## config.mk

```make
export PLATFORM = sky130hd
export DESIGN_NAME = sas_adc_sequencer
export DESIGN_NICKNAME = d
export VERILOG_FILES = /design/src/design/sas_pkg.sv /design/src/design/sas_adc_sequencer.sv /design/src/design/sas_step_timer.sv /design/src/design/sas_sar_core.sv
export SDC_FILE = /design/constraint.sdc
export NUM_CORES = 1
export LEC_CHECK = 0
export BUFFER_PORTS_ARGS = -buffer_cell sky130_fd_sc_hd__buf_4
export CORE_MARGIN = 2
export CORE_UTILIZATION = 30
export DETAILED_ROUTE_END_ITERATION = 8
export MAX_ROUTING_LAYER = met4
export PLACE_DENSITY = 0.49
export SLEW_MARGIN = 20
export SYNTH_ARGS = -nofsm -noshare
export SYNTH_HDL_FRONTEND = slang
export SYNTH_SLANG_ARGS = --single-unit
```

## constraint.sdc

```tcl
create_clock -name clk_i -period 3 [get_ports clk_i]
set_input_delay 0.15 -clock clk_i [delete_from_list [all_inputs] [get_ports clk_i]]
set_output_delay 0.15 -clock clk_i [all_outputs]
set_load 0.02 [all_outputs]
```

## src/design/sas_pkg.sv

```systemverilog
// package: register map, field layout and timing for the adc sequencer
package sas_pkg;
  localparam logic [7:0] ADDR_CONTROL_ONE = 8'h0E;
  localparam logic [7:0] ADDR_CONTROL_TWO = 8'h0F;
  localparam logic [7:0] ADDR_RESULT = 8'h20;
  localparam logic [7:0] ADDR_STATUS = 8'h21;
  localparam int CR1_START_BIT = 7;
  localparam int CR1_BIT6 = 6;
  localparam int CR1_BIT5 = 5;
  localparam int CR1_AIN_DIS_BIT = 4;
  localparam int CR1_CHAN_LSB = 0;
  localparam int CR2_LADDER_BIT = 5;
  localparam int CR2_TIME_LSB = 1;
  localparam int ST_END_BIT = 5;
  localparam int ST_BUSY_BIT = 4;
  localparam logic [7:0] CR1_RESET = 8'h10;
  localparam logic [7:0] CR2_RESET = 8'h00;
  localparam logic [7:0] RESULT_RESET = 8'h00;
  localparam logic [3:0] CHAN_ANALOG_CHANNEL_2 = 4'h2;
  localparam logic [3:0] CHAN_ANALOG_CHANNEL_5 = 4'h5;
  localparam logic [2:0] TIME_78 = 3'h2;
  localparam logic [2:0] TIME_156 = 3'h3;
  localparam logic [2:0] TIME_312 = 3'h4;
  localparam logic [2:0] TIME_624 = 3'h5;
  localparam logic [2:0] TIME_1248 = 3'h6;
  // conversion time in fc periods for each legal code
  localparam int CONV_FC_78 = 78;
  localparam int CONV_FC_156 = 156;
  localparam int CONV_FC_312 = 312;
  localparam int CONV_FC_624 = 624;
  localparam int CONV_FC_1248 = 1248;
  localparam int SAR_BITS = 8;
  typedef enum logic [1:0] {SAS_IDLE, SAS_RUN} sas_state_t;
endpackage

```

## src/design/sas_adc_sequencer.sv

```systemverilog
// top: register file and sequencing of the 8-bit successive approximation converter
// Behaviour
// - writing one to start bit begins conversion of selected channel
// - start bit clears itself once conversion begins, reads back zero
// - after conversion time, store result, set end flag, pulse interrupt
// - reading the result register clears the end flag
// - busy set at start, cleared at finish and on stop entry
// - restart before read clears end flag, old result kept until done
// - channel codes 2 to 5 pick analog channels 2 to 5, rest reserved
// - bit 4 of control one disables analog inputs when one
// - ladder bit zero connects only during conversion, one always connected
// - time field codes 2 to 6 pick 78 to 1248 fc periods
// - stop mode forces control registers to reset and blocks writes
// - undefined and unstable status bits read here as zero
// - stop entry aborts conversion, clears result and ladder, no restart
//
// Added by the designer: strobed register access.
`timescale 1ns/1ps
`default_nettype none
module sas_adc_sequencer
  import sas_pkg::*;
#(
  parameter int NB = sas_pkg::SAR_BITS
) (
  input wire logic clk_i, // fc, 50 MHz
  input wire logic reset_n_i, // async reset, active low
  input wire logic [7:0] addr_i, // register address
  input wire logic [7:0] wdata_i, // write data
  input wire logic wr_i, // write strobe
  input wire logic rd_i, // read strobe
  output logic [7:0] rdata_o, // read data, cycle after rd_i
  input wire logic stop_mode_i, // high while in stop mode
  input wire logic cmp_i, // comparator decision
  output logic [NB-1:0] dac_code_o, // trial code to the ladder
  output logic ladder_on_o, // ladder connected
  output logic sample_o, // sample-hold tracking, during conversion
  output logic [3:0] chan_sel_o, // one-hot analog_channel_2..5
  output logic ain_enable_o, // analog inputs enabled
  output logic conversion_done_irq_o // one-cycle completion pulse
);
  import sas_pkg::*;

  logic [7:0] control_one;
  logic [7:0] control_two;
  logic [NB-1:0] result;
  logic end_flag;
  logic busy_flag;
  sas_state_t state;
  logic start_req;
  logic wr_cr1;
  logic wr_cr2;
  logic rd_result;
  logic step_tick;
  logic sar_done;
  logic [NB-1:0] sar_trial;
  logic [10:0] step_len;
  logic stop_q;
  logic stop_entry;

  assign wr_cr1 = wr_i && addr_i == ADDR_CONTROL_ONE && !stop_mode_i;
  assign wr_cr2 = wr_i && addr_i == ADDR_CONTROL_TWO && !stop_mode_i;
  assign rd_result = rd_i && addr_i == ADDR_RESULT;
  assign start_req = wr_cr1 && wdata_i[CR1_START_BIT];
  assign stop_entry = stop_mode_i && !stop_q;

  always_ff @(posedge clk_i or negedge reset_n_i) begin
    if (!reset_n_i) begin
      stop_q <= 1'b0;
    end else begin
      stop_q <= stop_mode_i;
    end
  end

  always_comb begin
    case (control_two[CR2_TIME_LSB +: 3])
      TIME_78: step_len = 11'(CONV_FC_78 / NB);
      TIME_156: step_len = 11'(CONV_FC_156 / NB);
      TIME_312: step_len = 11'(CONV_FC_312 / NB);
      TIME_624: step_len = 11'(CONV_FC_624 / NB);
      TIME_1248: step_len = 11'(CONV_FC_1248 / NB);
      // reserved codes run at the shortest legal time rather than hang
      default: step_len = 11'(CONV_FC_78 / NB);
    endcase
  end

  // stop forces reset values and blocks writes
  always_ff @(posedge clk_i or negedge reset_n_i) begin
    if (!reset_n_i) begin
      control_one <= CR1_RESET;
    end else if (stop_mode_i) begin
      control_one <= CR1_RESET;
    end else if (wr_cr1) begin
      control_one <= {1'b0, wdata_i[6:0]};
    end
  end

  always_ff @(posedge clk_i or negedge reset_n_i) begin
    if (!reset_n_i) begin
      control_two <= CR2_RESET;
    end else if (stop_mode_i) begin
      control_two <= CR2_RESET;
    end else if (wr_cr2) begin
      control_two <= {2'b00, wdata_i[5:0]};
    end
  end

  always_ff @(posedge clk_i or negedge reset_n_i) begin
    if (!reset_n_i) begin
      state <= SAS_IDLE;
    end else if (stop_mode_i) begin
      state <= SAS_IDLE;
    end else begin
      case (state)
        SAS_IDLE: begin
          if (start_req) begin
            state <= SAS_RUN;
          end
        end
        SAS_RUN: begin
          if (sar_done) begin
            state <= SAS_IDLE;
          end
        end
        default: state <= SAS_IDLE;
      endcase
    end
  end

  always_ff @(posedge clk_i or negedge reset_n_i) begin
    if (!reset_n_i) begin
      busy_flag <= 1'b0;
    end else if (stop_mode_i) begin
      busy_flag <= 1'b0;
    end else if (start_req && state == SAS_IDLE) begin
      busy_flag <= 1'b1;
    end else if (state == SAS_RUN && sar_done) begin
      busy_flag <= 1'b0;
    end
  end

  // end flag on completion; set wins over a read clear
  always_ff @(posedge clk_i or negedge reset_n_i) begin
    if (!reset_n_i) begin
      end_flag <= 1'b0;
    end else if (stop_mode_i) begin
      end_flag <= 1'b0;
    end else if (state == SAS_RUN && sar_done) begin
      end_flag <= 1'b1;
    end else if (rd_result || (start_req && state == SAS_IDLE)) begin
      end_flag <= 1'b0;
    end
  end

  // latch result; old value held through a restart
  always_ff @(posedge clk_i or negedge reset_n_i) begin
    if (!reset_n_i) begin
      result <= RESULT_RESET;
    end else if (stop_entry) begin
      result <= RESULT_RESET;
    end else if (state == SAS_RUN && sar_done) begin
      result <= sar_trial;
    end
  end

  always_ff @(posedge clk_i or negedge reset_n_i) begin
    if (!reset_n_i) begin
      conversion_done_irq_o <= 1'b0;
    end else begin
      conversion_done_irq_o <= state == SAS_RUN && sar_done && !stop_mode_i;
    end
  end

  // eight decisions spread over the conversion
  sas_step_timer #(.CW(11)) u_timer (
    .clk_i(clk_i),
    .reset_n_i(reset_n_i),
    .clear_i(start_req && state == SAS_IDLE),
    .run_i(state == SAS_RUN && !stop_mode_i),
    .step_len_i(step_len),
    .tick_o(step_tick)
  );

  sas_sar_core #(.NB(NB)) u_sar (
    .clk_i(clk_i),
    .reset_n_i(reset_n_i),
    .load_i(start_req && state == SAS_IDLE),
    .step_i(step_tick),
    .cmp_i(cmp_i),
    .trial_o(sar_trial),
    .done_o(sar_done)
  );

  // analog side controls, registered
  always_ff @(posedge clk_i or negedge reset_n_i) begin
    if (!reset_n_i) begin
      dac_code_o <= '0;
      ladder_on_o <= 1'b0;
      sample_o <= 1'b0;
      chan_sel_o <= 4'h0;
      ain_enable_o <= 1'b0;
    end else begin
      dac_code_o <= sar_trial;
      ladder_on_o <= !stop_mode_i && (control_two[CR2_LADDER_BIT] || state == SAS_RUN);
      sample_o <= state == SAS_RUN && !stop_mode_i;
      ain_enable_o <= !control_one[CR1_AIN_DIS_BIT];
      if (control_one[CR1_CHAN_LSB +: 4] >= CHAN_ANALOG_CHANNEL_2 &&
          control_one[CR1_CHAN_LSB +: 4] <= CHAN_ANALOG_CHANNEL_5) begin
        chan_sel_o <= 4'h1 << 2'(control_one[CR1_CHAN_LSB +: 4] - CHAN_ANALOG_CHANNEL_2);
      end else begin
        chan_sel_o <= 4'h0;
      end
    end
  end

  // read mux; unstable bits return zero
  always_ff @(posedge clk_i or negedge reset_n_i) begin
    if (!reset_n_i) begin
      rdata_o <= 8'h00;
    end else if (rd_i) begin
      case (addr_i)
        ADDR_CONTROL_ONE: rdata_o <= control_one;
        ADDR_CONTROL_TWO: rdata_o <= {2'b00, control_two[5:0]};
        ADDR_RESULT: rdata_o <= result;
        ADDR_STATUS: rdata_o <= (8'(end_flag) << ST_END_BIT) | (8'(busy_flag) << ST_BUSY_BIT);
        default: rdata_o <= 8'h00;
      endcase
    end else begin
      rdata_o <= 8'h00;
    end
  end
endmodule
`default_nettype wire

```

## src/design/sas_step_timer.sv

```systemverilog
// step timer: splits a conversion time into equal comparator steps
`timescale 1ns/1ps
`default_nettype none
module sas_step_timer #(
  parameter int CW = 11
) (
  input wire logic clk_i, // system clock
  input wire logic reset_n_i, // async reset, active low
  input wire logic clear_i, // restart count
  input wire logic run_i, // count while high
  input wire logic [CW-1:0] step_len_i, // cycles per step
  output logic tick_o // one-cycle step pulse
);
  logic [CW-1:0] count;
  always_ff @(posedge clk_i or negedge reset_n_i) begin
    if (!reset_n_i) begin
      count <= '0;
      tick_o <= 1'b0;
    end else if (clear_i || !run_i) begin
      count <= '0;
      tick_o <= 1'b0;
    end else if (count + 1'b1 >= step_len_i) begin
      count <= '0;
      tick_o <= 1'b1;
    end else begin
      count <= count + 1'b1;
      tick_o <= 1'b0;
    end
  end
endmodule
`default_nettype wire

```

## src/design/sas_sar_core.sv

```systemverilog
// successive approximation register: one decision per step, msb first
`timescale 1ns/1ps
`default_nettype none
module sas_sar_core #(
  parameter int NB = 8
) (
  input wire logic clk_i, // system clock
  input wire logic reset_n_i, // async reset, active low
  input wire logic load_i, // begin a new approximation
  input wire logic step_i, // take one comparator decision
  input wire logic cmp_i, // comparator: input above trial
  output logic [NB-1:0] trial_o, // trial code to the ladder
  output logic done_o // last decision taken, one cycle
);
  logic [NB-1:0] mask;
  always_ff @(posedge clk_i or negedge reset_n_i) begin
    if (!reset_n_i) begin
      trial_o <= '0;
      mask <= '0;
      done_o <= 1'b0;
    end else if (load_i) begin
      trial_o <= {1'b1, {(NB-1){1'b0}}};
      mask <= {1'b1, {(NB-1){1'b0}}};
      done_o <= 1'b0;
    end else if (step_i && mask != '0) begin
      trial_o <= (cmp_i ? trial_o : (trial_o & ~mask)) | (mask >> 1);
      mask <= mask >> 1;
      done_o <= (mask == {{(NB-1){1'b0}}, 1'b1});
    end else begin
      done_o <= 1'b0;
    end
  end
endmodule
`default_nettype wire

```

# Word-level counts from Yosys, hierarchy flattened
# Index checks and enable logic that the tools add are counted.
# Widths: inputs -> output; s select.
# word_totals
n_memories,0
output_inout_bits,24
word_cells,102
input_bits,22
rom_bits,0
ff_bits,80
latch_bits,0
mem_bits_rw,0
# classes
n_eq_ne,12
n_shift,1
addsub,2
reduce_logical,30
n_lt_le_gt_ge,3
n_mux,31
n_bitwise,4
multipliers,0
n_div,0
# op_table
operator,count
$mux 8,10
$pmux 8 s4,2
$mux 11,2
$eq 8x4->1 const B,2
$eq 8x6->1 const B,2
$logic_and 1x1->1,14
$mux 6,2
$add 11x1->11 const B,1
$ge 11x8->1,1
$mux 1,10
$eq 3x3->1 const B,3
$and 8x8->8,1
$eq 8x1->1 const B,1
$not 8->8,1
$or 8x7->8,1
$reduce_bool 2->1,4
$reduce_bool 8->1,1
$mux 2,3
$or 6x5->6,1
$reduce_bool 3->1,2
$ge 4x2->1 const B,1
$le 4x3->1 const B,1
$logic_not 1->1,4
$mux 4,1
10 further kinds,12

# Longest topological paths before layout
# depth
ltp_word,9
depth_mapped,9
mapped_depth_nobuf,9

# Modules after synthesis
# From an unflattened synthesis, not the netlist that was laid out.
# unflattened
hier_cells,329
hier_area_um2,3657.3
# by_module_without_submodules
mod,instances,area_each_um2,seq_area_each_um2,cells_per_inst
sas_adc_sequencer,1,2010.7,1227.4,176
sas_step_timer,1,885.8,300.3,89
sas_sar_core,1,760.7,425.4,64

# Worst setup path before layout
# Ideal clock, no wire load.
# synth_path
kind,reg-to-reg
from,register u_timer.count[0]
to,register u_timer.count[5]
setup_time_ps,106
path_slack_ps,848
n_path_buf,0
path_stages_with_launch,10
arrival_time_ps,2046
synth_period_minus_slack_ps,2152
required_ps,2894
cell_sequence,dfrtp_1 -> ha_1 -> nand4_1 -> nor2_1 -> xor2_1 -> ha_1 -> a21o_1 -> a21oi_1 -> o211ai_1 -> nor4b_1
# synth_via
elab_chain_len,4
# synth_lines
element,line_no,text
"start, declared",sas_step_timer.sv:14,logic [CW-1:0] count;
"start signal, assigned",sas_step_timer.sv:26,count <= count + 1'b1;
$add 11x1->11 (*),"sas_step_timer.sv:22, sas_step_timer.sv:26",
$ge 11x8->1,sas_step_timer.sv:22,end else if (count + 1'b1 >= step_len_i) begin
$mux 11 (*),sas_step_timer.sv:22,
$mux 11 (*),sas_step_timer.sv:19,end else if (clear_i || !run_i) begin
# Every way passes the cells marked *; elsewhere a longest branch is shown, timed or not.
# A chain may end at the register's enable or synchronous reset.

# Worst setup path in the final report
# layout_path
from,register u_timer.count[0]
to,register u_timer.count[7]
# The elaborated chain is that of the path after synthesis.

==> flow_metrics.env <==
export IMPL_status="complete, no violations"
export IMPL_dr_wl_met3_um=333
export IMPL_worst_ep_arrival_time_ns=2.77
export IMPL_p_per_area_nw_per_um2=521
export IMPL_finalWorstSetupSlack_ns=0.456
export IMPL_place_area_um2=3890
export IMPL_syn_avg_cell_area_um2=11.0
export IMPL_cp_cell_sequence="ha_1 > nand4_1 > nor2_1 > xor2_1 > ha_1 > a21o_1 > a21oi_1 > o211ai_1 > nor4b_1"
export IMPL_yosys_most_used_dff="sky130_fd_sc_hd__dfrtp_1"
export IMPL_worst_path_most_repeated_cell="sky130_fd_sc_hd__ha_1"
export IMPL_nFillCells=1140
export IMPL_design_core_area_um2=11300
export IMPL_worst_setup_hold_path_clk_slew_ns=0.06
export IMPL_final_report_setup_violation_count=0
export IMPL_nets=392
export IMPL_worst_path_max_delay_cell="sky130_fd_sc_hd__dfrtp_1"
export IMPL_grt_pass1_wl_um=12700
export IMPL_initial_antenna_violation_count=0
export IMPL_post_route_drc_count=0
export IMPL_netlist_area_leader_share_pct=55.9
export IMPL_layout_area_overhead_vs_synth_pct=21.6
export IMPL_final_period_utilization_pct=84.8
export IMPL_dr_total_vias=2413
export IMPL_path_max_fanout=9
export IMPL_layout_area_seq_um2=1950
export IMPL_met2RoutedLength_um=3160
export IMPL_vias_cell=4.74
export IMPL_worstSetupStartpointType="register"
export IMPL_reg2reg_setup_slack_ns=0.46
export IMPL_synth_async_sr_flop_share_pct=100
export IMPL_synth_seq_area_share_pct=56.6
export IMPL_synthMostInstantiatedCell="sky130_fd_sc_hd__dfrtp_1"
export IMPL_wirelength_um=7420
export IMPL_cts_hold_repair_buffers=0
export IMPL_detailedPlace_worstSlack_ns=0.453
export IMPL_multi_input_area_um2=1400
export IMPL_cts_sinks=78
export IMPL_cts_repair_timing_setup_buffer_count=0
export IMPL_synthesis_yosys_warnings=0
export IMPL_irDropWorstVdd_mv=0.213
export IMPL_fmax_mhz=393
export IMPL_finalSetupTns_ns=0
export IMPL_netlist_top_cells_count="sky130_fd_sc_hd__dfrtp_1 (77), sky130_fd_sc_hd__nand2_1 (50), sky130_fd_sc_hd__nor2_1 (27)"
export IMPL_leakagePower_nw=1.91
export IMPL_number_of_distinct_library_cells_after_synthesis=49
export IMPL_floorplan_initialDensity_pct=30.5
export IMPL_dieHeight_um=111
export IMPL_detail_route_iter0_violations=90
export IMPL_grt_setup_unrepaired="false"
export IMPL_io_pin_count=46
export IMPL_row_count=39
export IMPL_clk_latency_ns=0.34
export IMPL_tightest_slew_ns=0.797
export IMPL_drtAntennaViolNets=0
export IMPL_worst_endpoint_required_ns=3.22
export IMPL_synth_top_area_cell="sky130_fd_sc_hd__dfrtp_1"
export IMPL_dieArea_um2=12400
export IMPL_drt_pass1_iterations=4
export IMPL_postSynthRegisterBits=78
export IMPL_synth_area_um2=3450
export IMPL_drive_gt1_share_pct=20.2
export IMPL_dpl_hpwl_um=5120
export IMPL_total_global_routing_track_utilization_pct=13.4
export IMPL_cts_root_buf="sky130_fd_sc_hd__clkbuf_16"
export IMPL_grt_start_max_net_pins=79
export IMPL_slew_limit_headroom_pct=46.7
export IMPL_synth_edff_count=0
export IMPL_htree_levels=3
export IMPL_gr_total_overflow=0
export IMPL_detail_route_wirelength_met1_um=3730
export IMPL_antennaDiodeCount=0
export IMPL_globalplace_congestion=0.769
export IMPL_layout_min_cycle_time_ns=2.54
export IMPL_post_drt_wl_per_cell_um=14.6
export IMPL_cts_resized=0
export IMPL_critical_path_max_stage_delay_ns=0.42
export IMPL_fin_worst_skew_ns=0.00269
export IMPL_cts_buffers_inserted=9
export IMPL_design_area_um2=4190
export IMPL_tritoncts="done"
export IMPL_top_layer="met4"
export IMPL_syn_inst=315
export IMPL_chipWidth_um=111
export IMPL_grt_pass1_vias=2407
export IMPL_netlist_top_cells_area="sky130_fd_sc_hd__dfrtp_1 (56%), sky130_fd_sc_hd__nand2_1 (5.4%), sky130_fd_sc_hd__mux2i_1 (3.8%)"
export IMPL_hold_viol=0
export IMPL_timing_critical_path_to_type="register"
export IMPL_slew_viol_final=0
export IMPL_number_of_maximum_capacitance_violations=0
export IMPL_worstSetupPathType="reg -> reg"
export IMPL_worst_hold_path_type="in -> reg"
export IMPL_number_of_port_buffers=45
export IMPL_cts_buffer_depth=2
[final timing paths]
check | startpoint | end | cells past startpoint
min reg2reg | u_sar.trial_o[6] | dac_code_o[6] | 0
min | wdata_i[4] | control_one[4] | 2
max in group asynchronous | reset_n_i | u_sar.trial_o[3] | 2
max | u_timer.count[0] | u_timer.count[7] | 9
max reg2reg | u_timer.count[0] | u_timer.count[7] | 9
min in group asynchronous | reset_n_i | control_one[2] | 2
[cells in the final DEF (no fill, tap or decap), types with 2 or more instances in the layout]
cell	netlist	routed
sky130_fd_sc_hd__nor4_1	2	2
sky130_fd_sc_hd__buf_4	0	45
sky130_fd_sc_hd__mux2_2	4	4
sky130_fd_sc_hd__nor2b_1	3	3
sky130_fd_sc_hd__ha_1	9	9
sky130_fd_sc_hd__clkinv_4	0	2
sky130_fd_sc_hd__nor3_1	10	10
sky130_fd_sc_hd__a211o_1	2	2
sky130_fd_sc_hd__inv_1	5	5
sky130_fd_sc_hd__clkinvlp_4	0	2
sky130_fd_sc_hd__nor4b_1	5	5
sky130_fd_sc_hd__nand4_1	5	5
sky130_fd_sc_hd__a22oi_1	9	9
sky130_fd_sc_hd__nand3b_1	3	3
sky130_fd_sc_hd__a22o_1	2	2
sky130_fd_sc_hd__o211ai_1	2	2
sky130_fd_sc_hd__nand2b_1	2	2
sky130_fd_sc_hd__a32oi_1	5	5
sky130_fd_sc_hd__xor2_1	3	3
sky130_fd_sc_hd__and2_1	4	4
sky130_fd_sc_hd__mux2i_1	13	13
sky130_fd_sc_hd__nor4bb_1	2	2
sky130_fd_sc_hd__nor2_1	27	27
sky130_fd_sc_hd__dfrtp_1	77	77
sky130_fd_sc_hd__nand3_1	8	8
sky130_fd_sc_hd__xnor2_1	4	4
sky130_fd_sc_hd__clkbuf_16	0	9
sky130_fd_sc_hd__and3_1	2	2
sky130_fd_sc_hd__a21oi_1	21	21
sky130_fd_sc_hd__o21ai_0	4	4
sky130_fd_sc_hd__conb_1	1	3
sky130_fd_sc_hd__nand2_1	50	50
[registers in the layout (all words and copies together) (netlist names), 4 cells and up]
| name | flops |
|---|---|
| u_timer.count | 11 |
| dac_code_o | 8 |
| rdata_o | 8 |
| result | 8 |
| u_sar.mask | 8 |
| u_sar.trial_o | 8 |
| control_one | 7 |
| control_two | 6 |
| chan_sel_o | 4 |
[stage by stage]
| stage | power [W] | hold slack (ns) | utilization, % | std cells |
|---|---|---|---|---|
| floorplan | 0.00112 | -0.146 | - | 317 |
| CTS | 0.00221 | 0.0298 | 36.9 | 508 |
| detailed placement | 0.00118 | 0.388 | 34.4 | 492 |
| global placement | 0.00118 | 0.382 | 34.4 | 492 |
| global route | 0.00229 | 0.0530 | 37.0 | 509 |
| finish | 0.00219 | 0.0489 | 37.0 | 509 |
[critical path: cells and delay by family, from the launching register on]
kind / cells / cell delay (ns)
AOI/OAI and AO/OA: 3 / 0.61
adders and majority gates: 2 / 0.51
and+or+nand+nor: 3 / 0.69
DFF: 1 / 0.42
xor gates and xnor gates: 1 / 0.20
[power breakdown]
group	internal (W)	leakage [nW]	total [W]	switching, W
logic	0.0000326	0.738	0.0000864	0.0000537
clock network	0.000586	0.135	0.00103	0.000439
registers	0.00106	1.04	0.00107	0.00000986
[metal layers]
layer	global-route usage, %	up-vias
met3	2.62	13
li1	-	1213
met2	18.5	52
met1	19.0	1135
met4	6.42	0
met5	-	-
[layout make-up]
class	instances	share of cell area, %
timing repair buffer	47	8.56
clock inverter	6	1.10
tap	143	4.27
clock buffer	10	5.70
multi-input combinational	220	33.4
sequential	78	46.6
inverter	5	0.447
[logic make-up after synthesis]
logic type      Yosys count  share of synthesized area [%]
flops                    78                           56.6
fa+ha+maj                 9                           3.26
other cells               1                          0.109
xor+xnor                  7                           1.78
compound gates           51                           10.4
mux                      17                           5.08
buf+inv                  19                           3.05
simple gates            133                           19.7
No activity file was read; power rests on OpenSTA's default activity.
